### src/core/tmr16_pkg.sv
// Package: constants, register map and types of the 16-bit timer block
// Behaviour
// Gate value falling edge sets gate flag
// Gate flag with enable raises interrupt request
// Gate flag sets even with gating disabled
// Count wraps FFFFh to 0000h, sets overflow
// Rollover irq needs on, enable, peripheral, global
// Software clears overflow flag, never hardware
// Clear count and flag before enabling irqs
// Counts asleep only in asynchronous external mode
// Wake setup is software's configuration job
// Overflow during sleep wakes the device
// Timer oscillator keeps running during sleep
// Capture copies count into capture pair
// Compare match on equal pairs triggers event
// Third clock pin RB4 if select one
// Select register bits 7..2 read zero
// Special trigger clears count, no overflow
// Count write beats special trigger clear
// Gate falling edge is one synchronous pulse
// Overflow beats same-cycle flag clear
package tmr16_pkg;
   localparam int          ADDR_W          = 4;
   localparam int          DATA_W          = 8;
   // Register offsets
   localparam logic [3:0]  OFF_CONTROL     = 4'h0;
   localparam logic [3:0]  OFF_COUNT_LOW   = 4'h1;
   localparam logic [3:0]  OFF_COUNT_HIGH  = 4'h2;
   localparam logic [3:0]  OFF_CAP_LOW     = 4'h3;
   localparam logic [3:0]  OFF_CAP_HIGH    = 4'h4;
   localparam logic [3:0]  OFF_CCP_MODE    = 4'h5;
   localparam logic [3:0]  OFF_IRQ_CTRL    = 4'h6;
   localparam logic [3:0]  OFF_IRQ_STATUS  = 4'h7;
   localparam logic [3:0]  OFF_IRQ_ENABLE  = 4'h8;
   localparam logic [3:0]  OFF_IRQ_CLEAR   = 4'h9;
   localparam logic [3:0]  OFF_ALT_PIN     = 4'ha;
   // Control fields
   localparam int          CTL_ON_BIT      = 0;
   localparam int          CTL_SYNCDIS_BIT = 1;
   localparam int          CTL_EXTCLK_BIT  = 2;
   localparam int          CTL_SOSC_BIT    = 3;
   localparam int          CTL_GATE_BIT    = 4;
   // Irq control fields
   localparam int          IRQ_PERIPHERAL_IRQ_ENABLE_BIT    = 0;
   localparam int          IRQ_GIE_BIT     = 1;
   // Status layout
   localparam int          ST_OVF_BIT      = 0;
   localparam int          ST_GATE_BIT     = 1;
   localparam int          ST_CCP_BIT      = 2;
   localparam int          ALT_T3SEL_BIT   = 1;
   localparam logic [7:0]  ALT_MASK        = 8'h03;
   localparam logic [15:0] COUNT_MAX       = 16'hffff;
   localparam logic [15:0] COUNT_ZERO      = 16'h0000;
   localparam logic [15:0] COUNT_ONE       = 16'h0001;
   localparam logic [7:0]  RESET_BYTE      = 8'h00;
   localparam logic [2:0]  RESET_STATUS    = 3'h0;

   // Capture/compare modes
   typedef enum logic [1:0]
   {
      TMR16_CCP_OFF     = 2'b00,
      TMR16_CCP_CAPTURE = 2'b01,
      TMR16_CCP_COMPARE = 2'b10,
      TMR16_CCP_SPECIAL = 2'b11
   } tmr16_ccp_type;

   // Register bus request
   typedef struct packed
   {
      logic [3:0] addr;
      logic [7:0] wdata;
      logic       wr;
      logic       rd;
   } tmr16_bus_type;
endpackage : tmr16_pkg

### src/core/tmr16_timer.sv
// Top: 16-bit timer with gate event, rollover irq, sleep wake, capture/compare
`timescale 1ns/10ps
module tmr16_timer
   import tmr16_pkg::*;
(
   // Clock and reset
   input  wire logic          clk_sys_in,
   input  wire logic          rst_n_in,
   // Register bus
   input  wire tmr16_bus_type bus_in,
   output logic [7:0]         rdata_out,
   // Pins and system
   input  wire logic          pin_rb4_in,
   input  wire logic          pin_rb5_in,
   input  wire logic          gate_value_in,
   input  wire logic          capture_event_in,
   input  wire logic          sleep_in,
   // Results
   output logic               irq_out,
   output logic               wake_out,
   output logic               special_trigger_out,
   output logic               osc_run_out
);
   ////////////////////////////////////////////////////////////////////////
   // Software visible registers
   logic [7:0]    timer_control_r;                // On, sync, source, osc, gate
   logic [15:0]   count_r;                        // Count pair, high byte on top
   logic [15:0]   count_nxt;
   logic [15:0]   capcomp_r;                      // Capture value or compare period
   tmr16_ccp_type ccp_mode_r;
   logic [1:0]    interrupt_control_r;            // Peripheral and global enables
   logic [2:0]    status_r;                       // Sticky event flags
   logic [2:0]    status_nxt;
   logic [2:0]    irq_en_r;
   logic [7:0]    alt_pin_function_select_r;

   // Pin synchronisers and edge memories
   // Three stages: two to settle, the third as edge memory for the gate
   logic [2:0]    rb4_sync_r;
   logic [2:0]    rb5_sync_r;
   logic [2:0]    gate_sync_r;
   logic          cap_sync0_r;
   logic          cap_sync1_r;
   logic          cap_prev_r;                     // Last settled capture level
   logic          ext_prev_r;                     // Last settled clock pin level

   ////////////////////////////////////////////////////////////////////////
   // Configuration checks
   // A field that no longer fits its register would read a wrong bit
   // without notice, so elaboration stops instead
   if (CTL_ON_BIT >= DATA_W || CTL_SYNCDIS_BIT >= DATA_W
       || CTL_EXTCLK_BIT >= DATA_W || CTL_SOSC_BIT >= DATA_W
       || CTL_GATE_BIT >= DATA_W || ALT_T3SEL_BIT >= DATA_W)
   begin : g_bad_field
      $error("register field outside the data width");
   end
   if (ST_OVF_BIT >= $bits(status_r) || ST_GATE_BIT >= $bits(status_r)
       || ST_CCP_BIT >= $bits(status_r))
   begin : g_bad_status
      $error("status flag outside the status register");
   end
   if (IRQ_PERIPHERAL_IRQ_ENABLE_BIT >= $bits(interrupt_control_r)
       || IRQ_GIE_BIT >= $bits(interrupt_control_r))
   begin : g_bad_irq_ctrl
      $error("interrupt enable outside its register");
   end
   if ($bits(rdata_out) != DATA_W || $bits(bus_in.addr) != ADDR_W)
   begin : g_bad_bus
      $error("bus widths differ from the package");
   end

   ////////////////////////////////////////////////////////////////////////
   // Decode
   // One write strobe per register except the read-only status; reads decode in the mux below
   wire wr_ctl  = bus_in.wr && bus_in.addr == OFF_CONTROL;
   wire wr_lo   = bus_in.wr && bus_in.addr == OFF_COUNT_LOW;
   wire wr_hi   = bus_in.wr && bus_in.addr == OFF_COUNT_HIGH;
   wire wr_cl   = bus_in.wr && bus_in.addr == OFF_CAP_LOW;
   wire wr_ch   = bus_in.wr && bus_in.addr == OFF_CAP_HIGH;
   wire wr_mode = bus_in.wr && bus_in.addr == OFF_CCP_MODE;
   wire wr_ictl = bus_in.wr && bus_in.addr == OFF_IRQ_CTRL;
   wire wr_ien  = bus_in.wr && bus_in.addr == OFF_IRQ_ENABLE;
   wire wr_iclr = bus_in.wr && bus_in.addr == OFF_IRQ_CLEAR;
   wire wr_alt  = bus_in.wr && bus_in.addr == OFF_ALT_PIN;

   // Mode bits used all over the datapath
   wire timer_on = timer_control_r[CTL_ON_BIT];
   wire ext_mode = timer_control_r[CTL_EXTCLK_BIT];
   wire async_md = ext_mode && timer_control_r[CTL_SYNCDIS_BIT];

   ////////////////////////////////////////////////////////////////////////
   // Clock pin steering and tick
   // Only synchronised stage [1] is looked at after the first flop; stage [2] is unused
   wire ext_clk_sel = alt_pin_function_select_r[ALT_T3SEL_BIT]
                      ? rb4_sync_r[1] : rb5_sync_r[1];
   wire ext_rise    = ext_clk_sel && !ext_prev_r;
   // Asleep only the asynchronous external mode keeps counting
   wire may_count   = timer_on && (!sleep_in || async_md);
   wire tick        = may_count && (ext_mode ? ext_rise : 1'b1);
   wire wrap        = tick && count_r == COUNT_MAX;

   ////////////////////////////////////////////////////////////////////////
   // Gate falling edge, one pulse per edge, regardless of gate enable
   wire gate_fall   = gate_sync_r[2] && !gate_sync_r[1];

   ////////////////////////////////////////////////////////////////////////
   // Capture/compare
   wire cap_rise    = cap_sync1_r && !cap_prev_r;
   wire do_capture  = ccp_mode_r == TMR16_CCP_CAPTURE && cap_rise;
   wire cmp_match   = (ccp_mode_r == TMR16_CCP_COMPARE
                       || ccp_mode_r == TMR16_CCP_SPECIAL)
                      && capcomp_r == count_r;
   wire spec_trig   = ccp_mode_r == TMR16_CCP_SPECIAL && cmp_match;

   // Count next: write wins over special clear, clear gives no overflow
   always_comb
   begin
      count_nxt = count_r;
      if (spec_trig)
         count_nxt = COUNT_ZERO;
      else if (tick)
         count_nxt = count_r + COUNT_ONE;
      if (wr_lo)
         count_nxt[7:0] = bus_in.wdata;
      if (wr_hi)
         count_nxt[15:8] = bus_in.wdata;
   end

   // Event sources of the sticky flags
   // Overflow is dropped when the same edge is a special trigger clear
   wire       ovf_set  = wrap && !spec_trig;
   wire       gate_set = gate_fall;
   wire       ccp_set  = cmp_match || do_capture;
   // Write-one-to-clear mask, empty unless the clear register is written
   wire [2:0] clr_mask = wr_iclr ? bus_in.wdata[2:0] : RESET_STATUS;

   // Status: clear first, then set, so a set in the same cycle wins
   always_comb
   begin
      status_nxt = status_r & ~clr_mask;
      if (ovf_set)
         status_nxt[ST_OVF_BIT] = 1'b1;
      if (gate_set)
         status_nxt[ST_GATE_BIT] = 1'b1;
      if (ccp_set)
         status_nxt[ST_CCP_BIT] = 1'b1;
   end

   ////////////////////////////////////////////////////////////////////////
   // Interrupt and wake requests
   // Overflow path needs peripheral enable; global enable gates the vector
   wire peripheral_irq_enable      = interrupt_control_r[IRQ_PERIPHERAL_IRQ_ENABLE_BIT];
   wire global_irq_enable       = interrupt_control_r[IRQ_GIE_BIT];
   wire [2:0] pend = status_nxt & irq_en_r;
   wire ovf_req   = timer_on && pend[ST_OVF_BIT] && peripheral_irq_enable;
   wire gate_req  = pend[ST_GATE_BIT] && peripheral_irq_enable;
   wire ccp_req   = pend[ST_CCP_BIT] && peripheral_irq_enable;
   wire irq_nxt   = global_irq_enable && (ovf_req || gate_req || ccp_req);
   // Wake needs no global enable: the core resumes with or without vector
   wire wake_nxt  = sleep_in && (ovf_req || gate_req || ccp_req);
   // Dedicated oscillator runs whenever enabled, sleep or not
   wire osc_nxt   = timer_control_r[CTL_SOSC_BIT];

   ////////////////////////////////////////////////////////////////////////
   // Read port
   // Read mux, unmapped reads zero
   logic [7:0] rd_mux;
   always_comb
   begin
      case (bus_in.addr)
         OFF_CONTROL:    rd_mux = timer_control_r;
         OFF_COUNT_LOW:  rd_mux = count_r[7:0];
         OFF_COUNT_HIGH: rd_mux = count_r[15:8];
         OFF_CAP_LOW:    rd_mux = capcomp_r[7:0];
         OFF_CAP_HIGH:   rd_mux = capcomp_r[15:8];
         OFF_CCP_MODE:   rd_mux = {6'h00, ccp_mode_r};
         OFF_IRQ_CTRL:   rd_mux = {6'h00, interrupt_control_r};
         OFF_IRQ_STATUS: rd_mux = {5'h00, status_r};
         OFF_IRQ_ENABLE: rd_mux = {5'h00, irq_en_r};
         OFF_ALT_PIN:    rd_mux = alt_pin_function_select_r & ALT_MASK;
         default:        rd_mux = RESET_BYTE;
      endcase
   end

   ////////////////////////////////////////////////////////////////////////
   // Synchronisers for pin inputs
   // Clock pins: both stay synchronised, so a select change needs no resync
   always_ff @(posedge clk_sys_in or negedge rst_n_in)
   begin
      if (!rst_n_in)
      begin
         rb4_sync_r <= 3'h0;
         rb5_sync_r <= 3'h0;
         ext_prev_r <= 1'b0;
      end
      else
      begin
         rb4_sync_r <= {rb4_sync_r[1:0], pin_rb4_in};
         rb5_sync_r <= {rb5_sync_r[1:0], pin_rb5_in};
         ext_prev_r <= ext_clk_sel;
      end
   end

   // Gate and capture pins; reset to the idle low level, so no false edge
   always_ff @(posedge clk_sys_in or negedge rst_n_in)
   begin
      if (!rst_n_in)
      begin
         gate_sync_r <= 3'h0;
         cap_sync0_r <= 1'b0;
         cap_sync1_r <= 1'b0;
         cap_prev_r  <= 1'b0;
      end
      else
      begin
         gate_sync_r <= {gate_sync_r[1:0], gate_value_in};
         cap_sync0_r <= capture_event_in;
         cap_sync1_r <= cap_sync0_r;
         cap_prev_r  <= cap_sync1_r;
      end
   end

   ////////////////////////////////////////////////////////////////////////
   // Software registers
   always_ff @(posedge clk_sys_in or negedge rst_n_in)
   begin
      if (!rst_n_in)
      begin
         timer_control_r           <= RESET_BYTE;
         interrupt_control_r       <= 2'h0;
         irq_en_r                  <= RESET_STATUS;
         ccp_mode_r                <= TMR16_CCP_OFF;
         alt_pin_function_select_r <= RESET_BYTE;
      end
      else
      begin
         if (wr_ctl)
            timer_control_r <= bus_in.wdata;
         if (wr_ictl)
            interrupt_control_r <= bus_in.wdata[1:0];
         if (wr_ien)
            irq_en_r <= bus_in.wdata[2:0];
         if (wr_mode)
            ccp_mode_r <= tmr16_ccp_type'(bus_in.wdata[1:0]);
         if (wr_alt)
            alt_pin_function_select_r <= bus_in.wdata & ALT_MASK;
      end
   end

   ////////////////////////////////////////////////////////////////////////
   // Count pair and status flags
   always_ff @(posedge clk_sys_in or negedge rst_n_in)
   begin
      if (!rst_n_in)
      begin
         count_r  <= COUNT_ZERO;
         status_r <= RESET_STATUS;
      end
      else
      begin
         count_r  <= count_nxt;
         status_r <= status_nxt;
      end
   end

   // Capture pair: a capture beats a software byte write in the same cycle
   always_ff @(posedge clk_sys_in or negedge rst_n_in)
   begin
      if (!rst_n_in)
         capcomp_r <= COUNT_ZERO;
      else if (do_capture)
         capcomp_r <= count_r;
      else if (wr_cl)
         capcomp_r[7:0] <= bus_in.wdata;
      else if (wr_ch)
         capcomp_r[15:8] <= bus_in.wdata;
   end

   // Read data stands for one cycle only, zero otherwise
   always_ff @(posedge clk_sys_in or negedge rst_n_in)
   begin
      if (!rst_n_in)
         rdata_out <= RESET_BYTE;
      else
         rdata_out <= bus_in.rd ? rd_mux : RESET_BYTE;
   end

   // Registered results, so decode glitches never reach the pins
   always_ff @(posedge clk_sys_in or negedge rst_n_in)
   begin
      if (!rst_n_in)
      begin
         irq_out             <= 1'b0;
         wake_out            <= 1'b0;
         special_trigger_out <= 1'b0;
         osc_run_out         <= 1'b0;
      end
      else
      begin
         irq_out             <= irq_nxt;
         wake_out            <= wake_nxt;
         special_trigger_out <= spec_trig;
         osc_run_out         <= osc_nxt;
      end
   end
endmodule : tmr16_timer

### config.mk
export PLATFORM = sky130hd
export DESIGN_NAME = tmr16_timer
export DESIGN_NICKNAME = d
export VERILOG_FILES = /design/src/core/tmr16_pkg.sv /design/src/core/tmr16_timer.sv
export SDC_FILE = /design/constraint.sdc
export NUM_CORES = 1
export LEC_CHECK = 0
export BUFFER_PORTS_ARGS = -buffer_cell sky130_fd_sc_hd__buf_2
export CORE_MARGIN = 1.5
export CORE_UTILIZATION = 50
export DETAILED_ROUTE_END_ITERATION = 16
export GPL_ROUTABILITY_DRIVEN = 0
export GPL_TIMING_DRIVEN = 1
export PLACE_DENSITY = 0.69
export SYNTH_ARGS = -nofsm -noshare
export SYNTH_HDL_FRONTEND = slang
export SYNTH_SLANG_ARGS = --single-unit
export TNS_END_PERCENT = 10
### constraint.sdc
create_clock -name clk_sys_in -period 2.27 [get_ports clk_sys_in]
set_input_delay 0.227 -clock clk_sys_in [delete_from_list [all_inputs] [get_ports clk_sys_in]]
set_output_delay 0.227 -clock clk_sys_in [all_outputs]
set_load 0.1 [all_outputs]
# After elaboration in Yosys (flattened, before gate mapping)
# Index checks and enable logic that the tools add are counted.
# W data, S select, Z words.
# word_totals
ff_bits	75
out_inout_bits	12
wordCells	101
# op_classes
add_sub_neg	1
n_eq_ne	16
muxes	16
bitwise	3
n_reduce_logical	43
# op_table
operator	n
$pmux W8 S10	1
$mux W16	3
$mux W8	6
$logic_and A1 B1 Y1	27
$add A16 B1 Y16 const B	1
$eq A16 B16 Y1	1
$eq A16 B16 Y1 const B	1
$eq A4 B3 Y1 const B	4
$eq A4 B4 Y1 const B	3
$eq A4 B2 Y1 const B	2
$and A3 B3 Y3	2
$reduce_bool A3 Y1	2
$logic_not A1 Y1	5
$logic_or A1 B1 Y1	5
$mux W1	5
$eq A2 B2 Y1 const B	2
$eq A4 B1 Y1 const B	1
$logic_not A4 Y1	1
$reduce_bool A2 Y1	2
$mux W3	1
$not A3 Y3	1
$eq A2 B1 Y1 const B	1
$ne A2 B1 Y1 const B	1
$reduce_and A2 Y1	1

# Logic depth before layout (Yosys ltp)
# depth
depth_word	13
mapped_depth	8

# Least setup slack after synthesis
# OpenSTA, ideal clock, no wires.
# synth_timing
path_kind	flip-flop to flip-flop
startpoint	reg count_r[9]
endpoint	reg count_r[14]
arrival_time_ps	1875
path_slack_ps	247
stages_incl_launch_ff	8
path_buffers	1
period_less_slack_ps	2023
cell_sequence	dfrtp_1 > xor2_1 > nor3_2 > or4b_4 > nor3_4 > and2_1 > buf_4 > a211oi_1
# synth_between
elab_chain_cells	5
elab_cells_between_ends	8
cone_classes	1 x add/sub; 1 x eq/ne; 3 x mux; 3 x reduce/logical
# synth_rtl
element	line	text
from (decl)	tmr16_timer.sv:27	logic [15:0] count_r;
from (signal assigned)	tmr16_timer.sv:261	count_r <= count_nxt;
branches (longest 5 deep; another with $add A16 B1 Y16)	n/a	
# Parallel ways; which one is timed is not known. The select of a mux whose other input is x is not followed.
# A chain may end at the register's enable or synchronous reset.

# Worst setup path in the final report
# Same ends and word-level chain as after synthesis.

==> run metrics <==
Core Area 0.00737 sq mm; ranking of synthesized cells by area dfrtp_1 (48%), nand2_1 (5.6%), mux2i_1 (4.6%), xor2_1 (4.3%), mux2_2 (3.8%); crit start category flop; crit path kind flop to flop; root buf cell clkbuf_8; final hold slack -5.53 ps; cell accounting for the most synthesized area dfrtp_1; Die Height 91.1 um; setup TNS 0 ps; Final ANT Viol Nets 0; Worst EP required 2500 ps; Hold Path Class primary input to asynchronous set/reset pin; Die Wd 91.1 um; global-route wire length before repair 15600 um; most numerous cell in the Yosys netlist dfrtp_1; max-slew violation count 0; Post-synth ARST share 100%; Max-Cap Viols 0; final setup fails 0; syn avg cell area 10.2 sq um; largest net degree at the start of global routing 76; adder-cell share of the synthesized area 0.322%; CTS sink count 75; min Tclk post-route 2130 ps; Power Density 1010 mW/mm^2; vias in the first global route 3015; Compound-Gate Fraction of Synth Area 15.2%; largest family of logic cells by synthesized area simple AND/OR/NAND/NOR gates; mux cell area share after synthesis 8.99%; gr usage total 24.6%; DRC Markers 0; Initial Util 52.7%; Rows 31; clock buffer depth 2; initial DRC count 259; global route total overflow 0; Yosys reg bits 75; layout cells sized above 1 21.9%; H-tree Lvls 3; sequential share of the synthesized area 48.3%; Final HPWL DP 6860 um; top cell type's share of synthesized area 48.3%; buffers plus inverters on the worst setup path 0; drt first pass iters 5; # fillers 633; RSZ-0062 raised after global routing false; die area 0.00831 sq mm; TritonCTS buffer count 9; Avg WL per Cell 18.3 um; CP max stage cell or4b_4; Worst Path Max Fanout 7; antenna fix cells 0; Slew headroom 37.6%; Yosys warning count 0; CP Data Arrival Time 2360 ps; Synth Cell Area 0.00388 sq mm; initial antenna violation count 0; Critical Path Source count_r[9]; via count 3109; clk slew on worst S/H paths 80 ps; routed via count divided by cell count 5.89; I/O Pins 33; XOR/XNOR share of the synthesized area 6.31%; Area Growth Syn to Fin 15.7%; kind of cell adding the most delay to the critical path simple AND/OR/NAND/NOR gates; Synth cell types 52; Final Skew 9.13 ps; Tightest Pin Transition 937 ps; Total Power 4540 uW; Synth Area in Simple Gates 17.5%; final number of hold-violating endpoints 11; post-synthesis net count 404; top cells by count, synth dfrtp_1 (75), nand2_1 (58), o21ai_0 (27); clk_lat worst skew 360 ps; violated checks hold timing; worst-path cell chain xor2_1 > nor3_2 > or4b_4 > nor3_4 > and2_1 > a211oi_1; Leakage Power 0.00202 uW; period utilisation layout 93.7%; Layout Nets 446; RR Startpoint count_r[9]; status finished with violations; Post-synth EDFFs 0; port buffer count 32; worst stage delay on the critical path 530 ps; fmax 470 MHz; worst vdd ir 0.000449 V; prevailing post-synth register cell dfrtp_1; Critical Path End Type flop; Gate Count Post-Synth 382; Post-Route WL 9660 um; CTS tree built
==> registers in the layout, indices dropped and copies added (netlist names), 2 cells and up <==
name,flops
alt_pin_function_select_r,2
capcomp_r,16
ccp_mode_r,2
count_r,16
gate_sync_r,3
interrupt_control_r,2
irq_en_r,3
rb4_sync_r,2
rb5_sync_r,2
rdata_out,8
status_r,3
timer_control_r,8
==> per-stage QoR <==
stage / utilization (%) / worst slack [ps] / area (sq um) / std cells / hold slack [ps]
finish: 61.0 / 144 / 4490 / 528 / -5.53
global route: 61.0 / 19.6 / 4490 / 528 / 85.3
CTS: 61.0 / 154 / 4490 / 528 / 43.9
detailed placement: 57.1 / 172 / 4210 / 508 / 336
global placement: 57.1 / 216 / 4210 / 508 / 332
floorplan: - / 247 / 3880 / 382 / -68.6
==> power breakdown <==
part	leakage, uW	total [uW]	switching (uW)	internal (uW)
Sequential	0.000923	2010	348	1660
Clock	0.000124	1270	529	739
Combinational	0.000976	1260	715	545
Total	0.00202	4540	1590	2950
==> placed cells by master, fill, tap and decap left out, types with 2 or more instances in the layout <==
master          n
a211oi_1        4
a211oi_2        4
buf_4          17
o31a_1          2
and3_1          9
nor3_2          2
nor2_1         21
bufinv_16       3
a22oi_1        11
xor2_1         19
mux2i_1        18
nor3_1          2
clkbuf_8        9
a22o_1          2
nor4_1          3
mux2_2         13
nand2b_1        3
xnor2_1         9
a31oi_1        11
buf_2          31
and4_1          2
nor2b_1         6
dfrtp_1        75
nand4_1         5
o21ai_0        27
o31ai_1         8
nand3b_1        5
clkinv_4        3
dlygate4sd3_1   4
a21oi_1         2
inv_1          10
nand2_1        58
nand3_1         9
==> layer usage <==
layer	wire length (um)	global-route usage (%)
met1	4430	34.5
met5	0	0
met4	132	6.77
met3	714	7.62
met2	4390	36.9
==> timing repair <==
item,in CTS,in global routing
gates resized for setup,0,0
endpoints found under the hold margin,4,0
hold buffers,4,0
buffers inserted,0,0
==> final cells by class <==
cell class / count / area (sq um) / share of cell area (%)
Sequential cell: 75 / 1880 / 41.8
Clock inverter: 7 / 125 / 2.78
Multi-Input combinational cell: 276 / 1880 / 41.9
Inverter: 10 / 37.5 / 0.835
Timing Repair Buffer: 52 / 323 / 7.18
Clock buffer: 9 / 124 / 2.76
Tap cell: 99 / 124 / 2.76
==> worst register-to-register path, stage by stage (launching register included) <==
cell      delay (ps)
dfrtp_1          440
xor2_1           200
nor3_2           220
or4b_4           530
nor3_4           150
and2_1           370
a211oi_1          90
==> final timing paths <==
check	to	slack (ps)	depth (start not counted)
max	count_r[14]	140	6
min	count_r[7]	-6	1
max reg2reg	count_r[14]	140	6
min reg2reg	rb4_sync_r[1]	350	0
max in group asynchronous	capcomp_r[13]	1650	1
min in group clk_sys_in	wake_out	120	3
==> cells by family (layout without fill, tap and decap cells) <==
group	count (synthesis)	after routing
DFF	75	75
and+or+nand+nor	134	134
AOI/OAI and AO/OA	81	81
xor gates and xnor gates	28	28
muxes	32	32
buffers and inverters	31	78
adders and majority gates	1	1
Note: power is estimated with default switching activity, not from simulation.
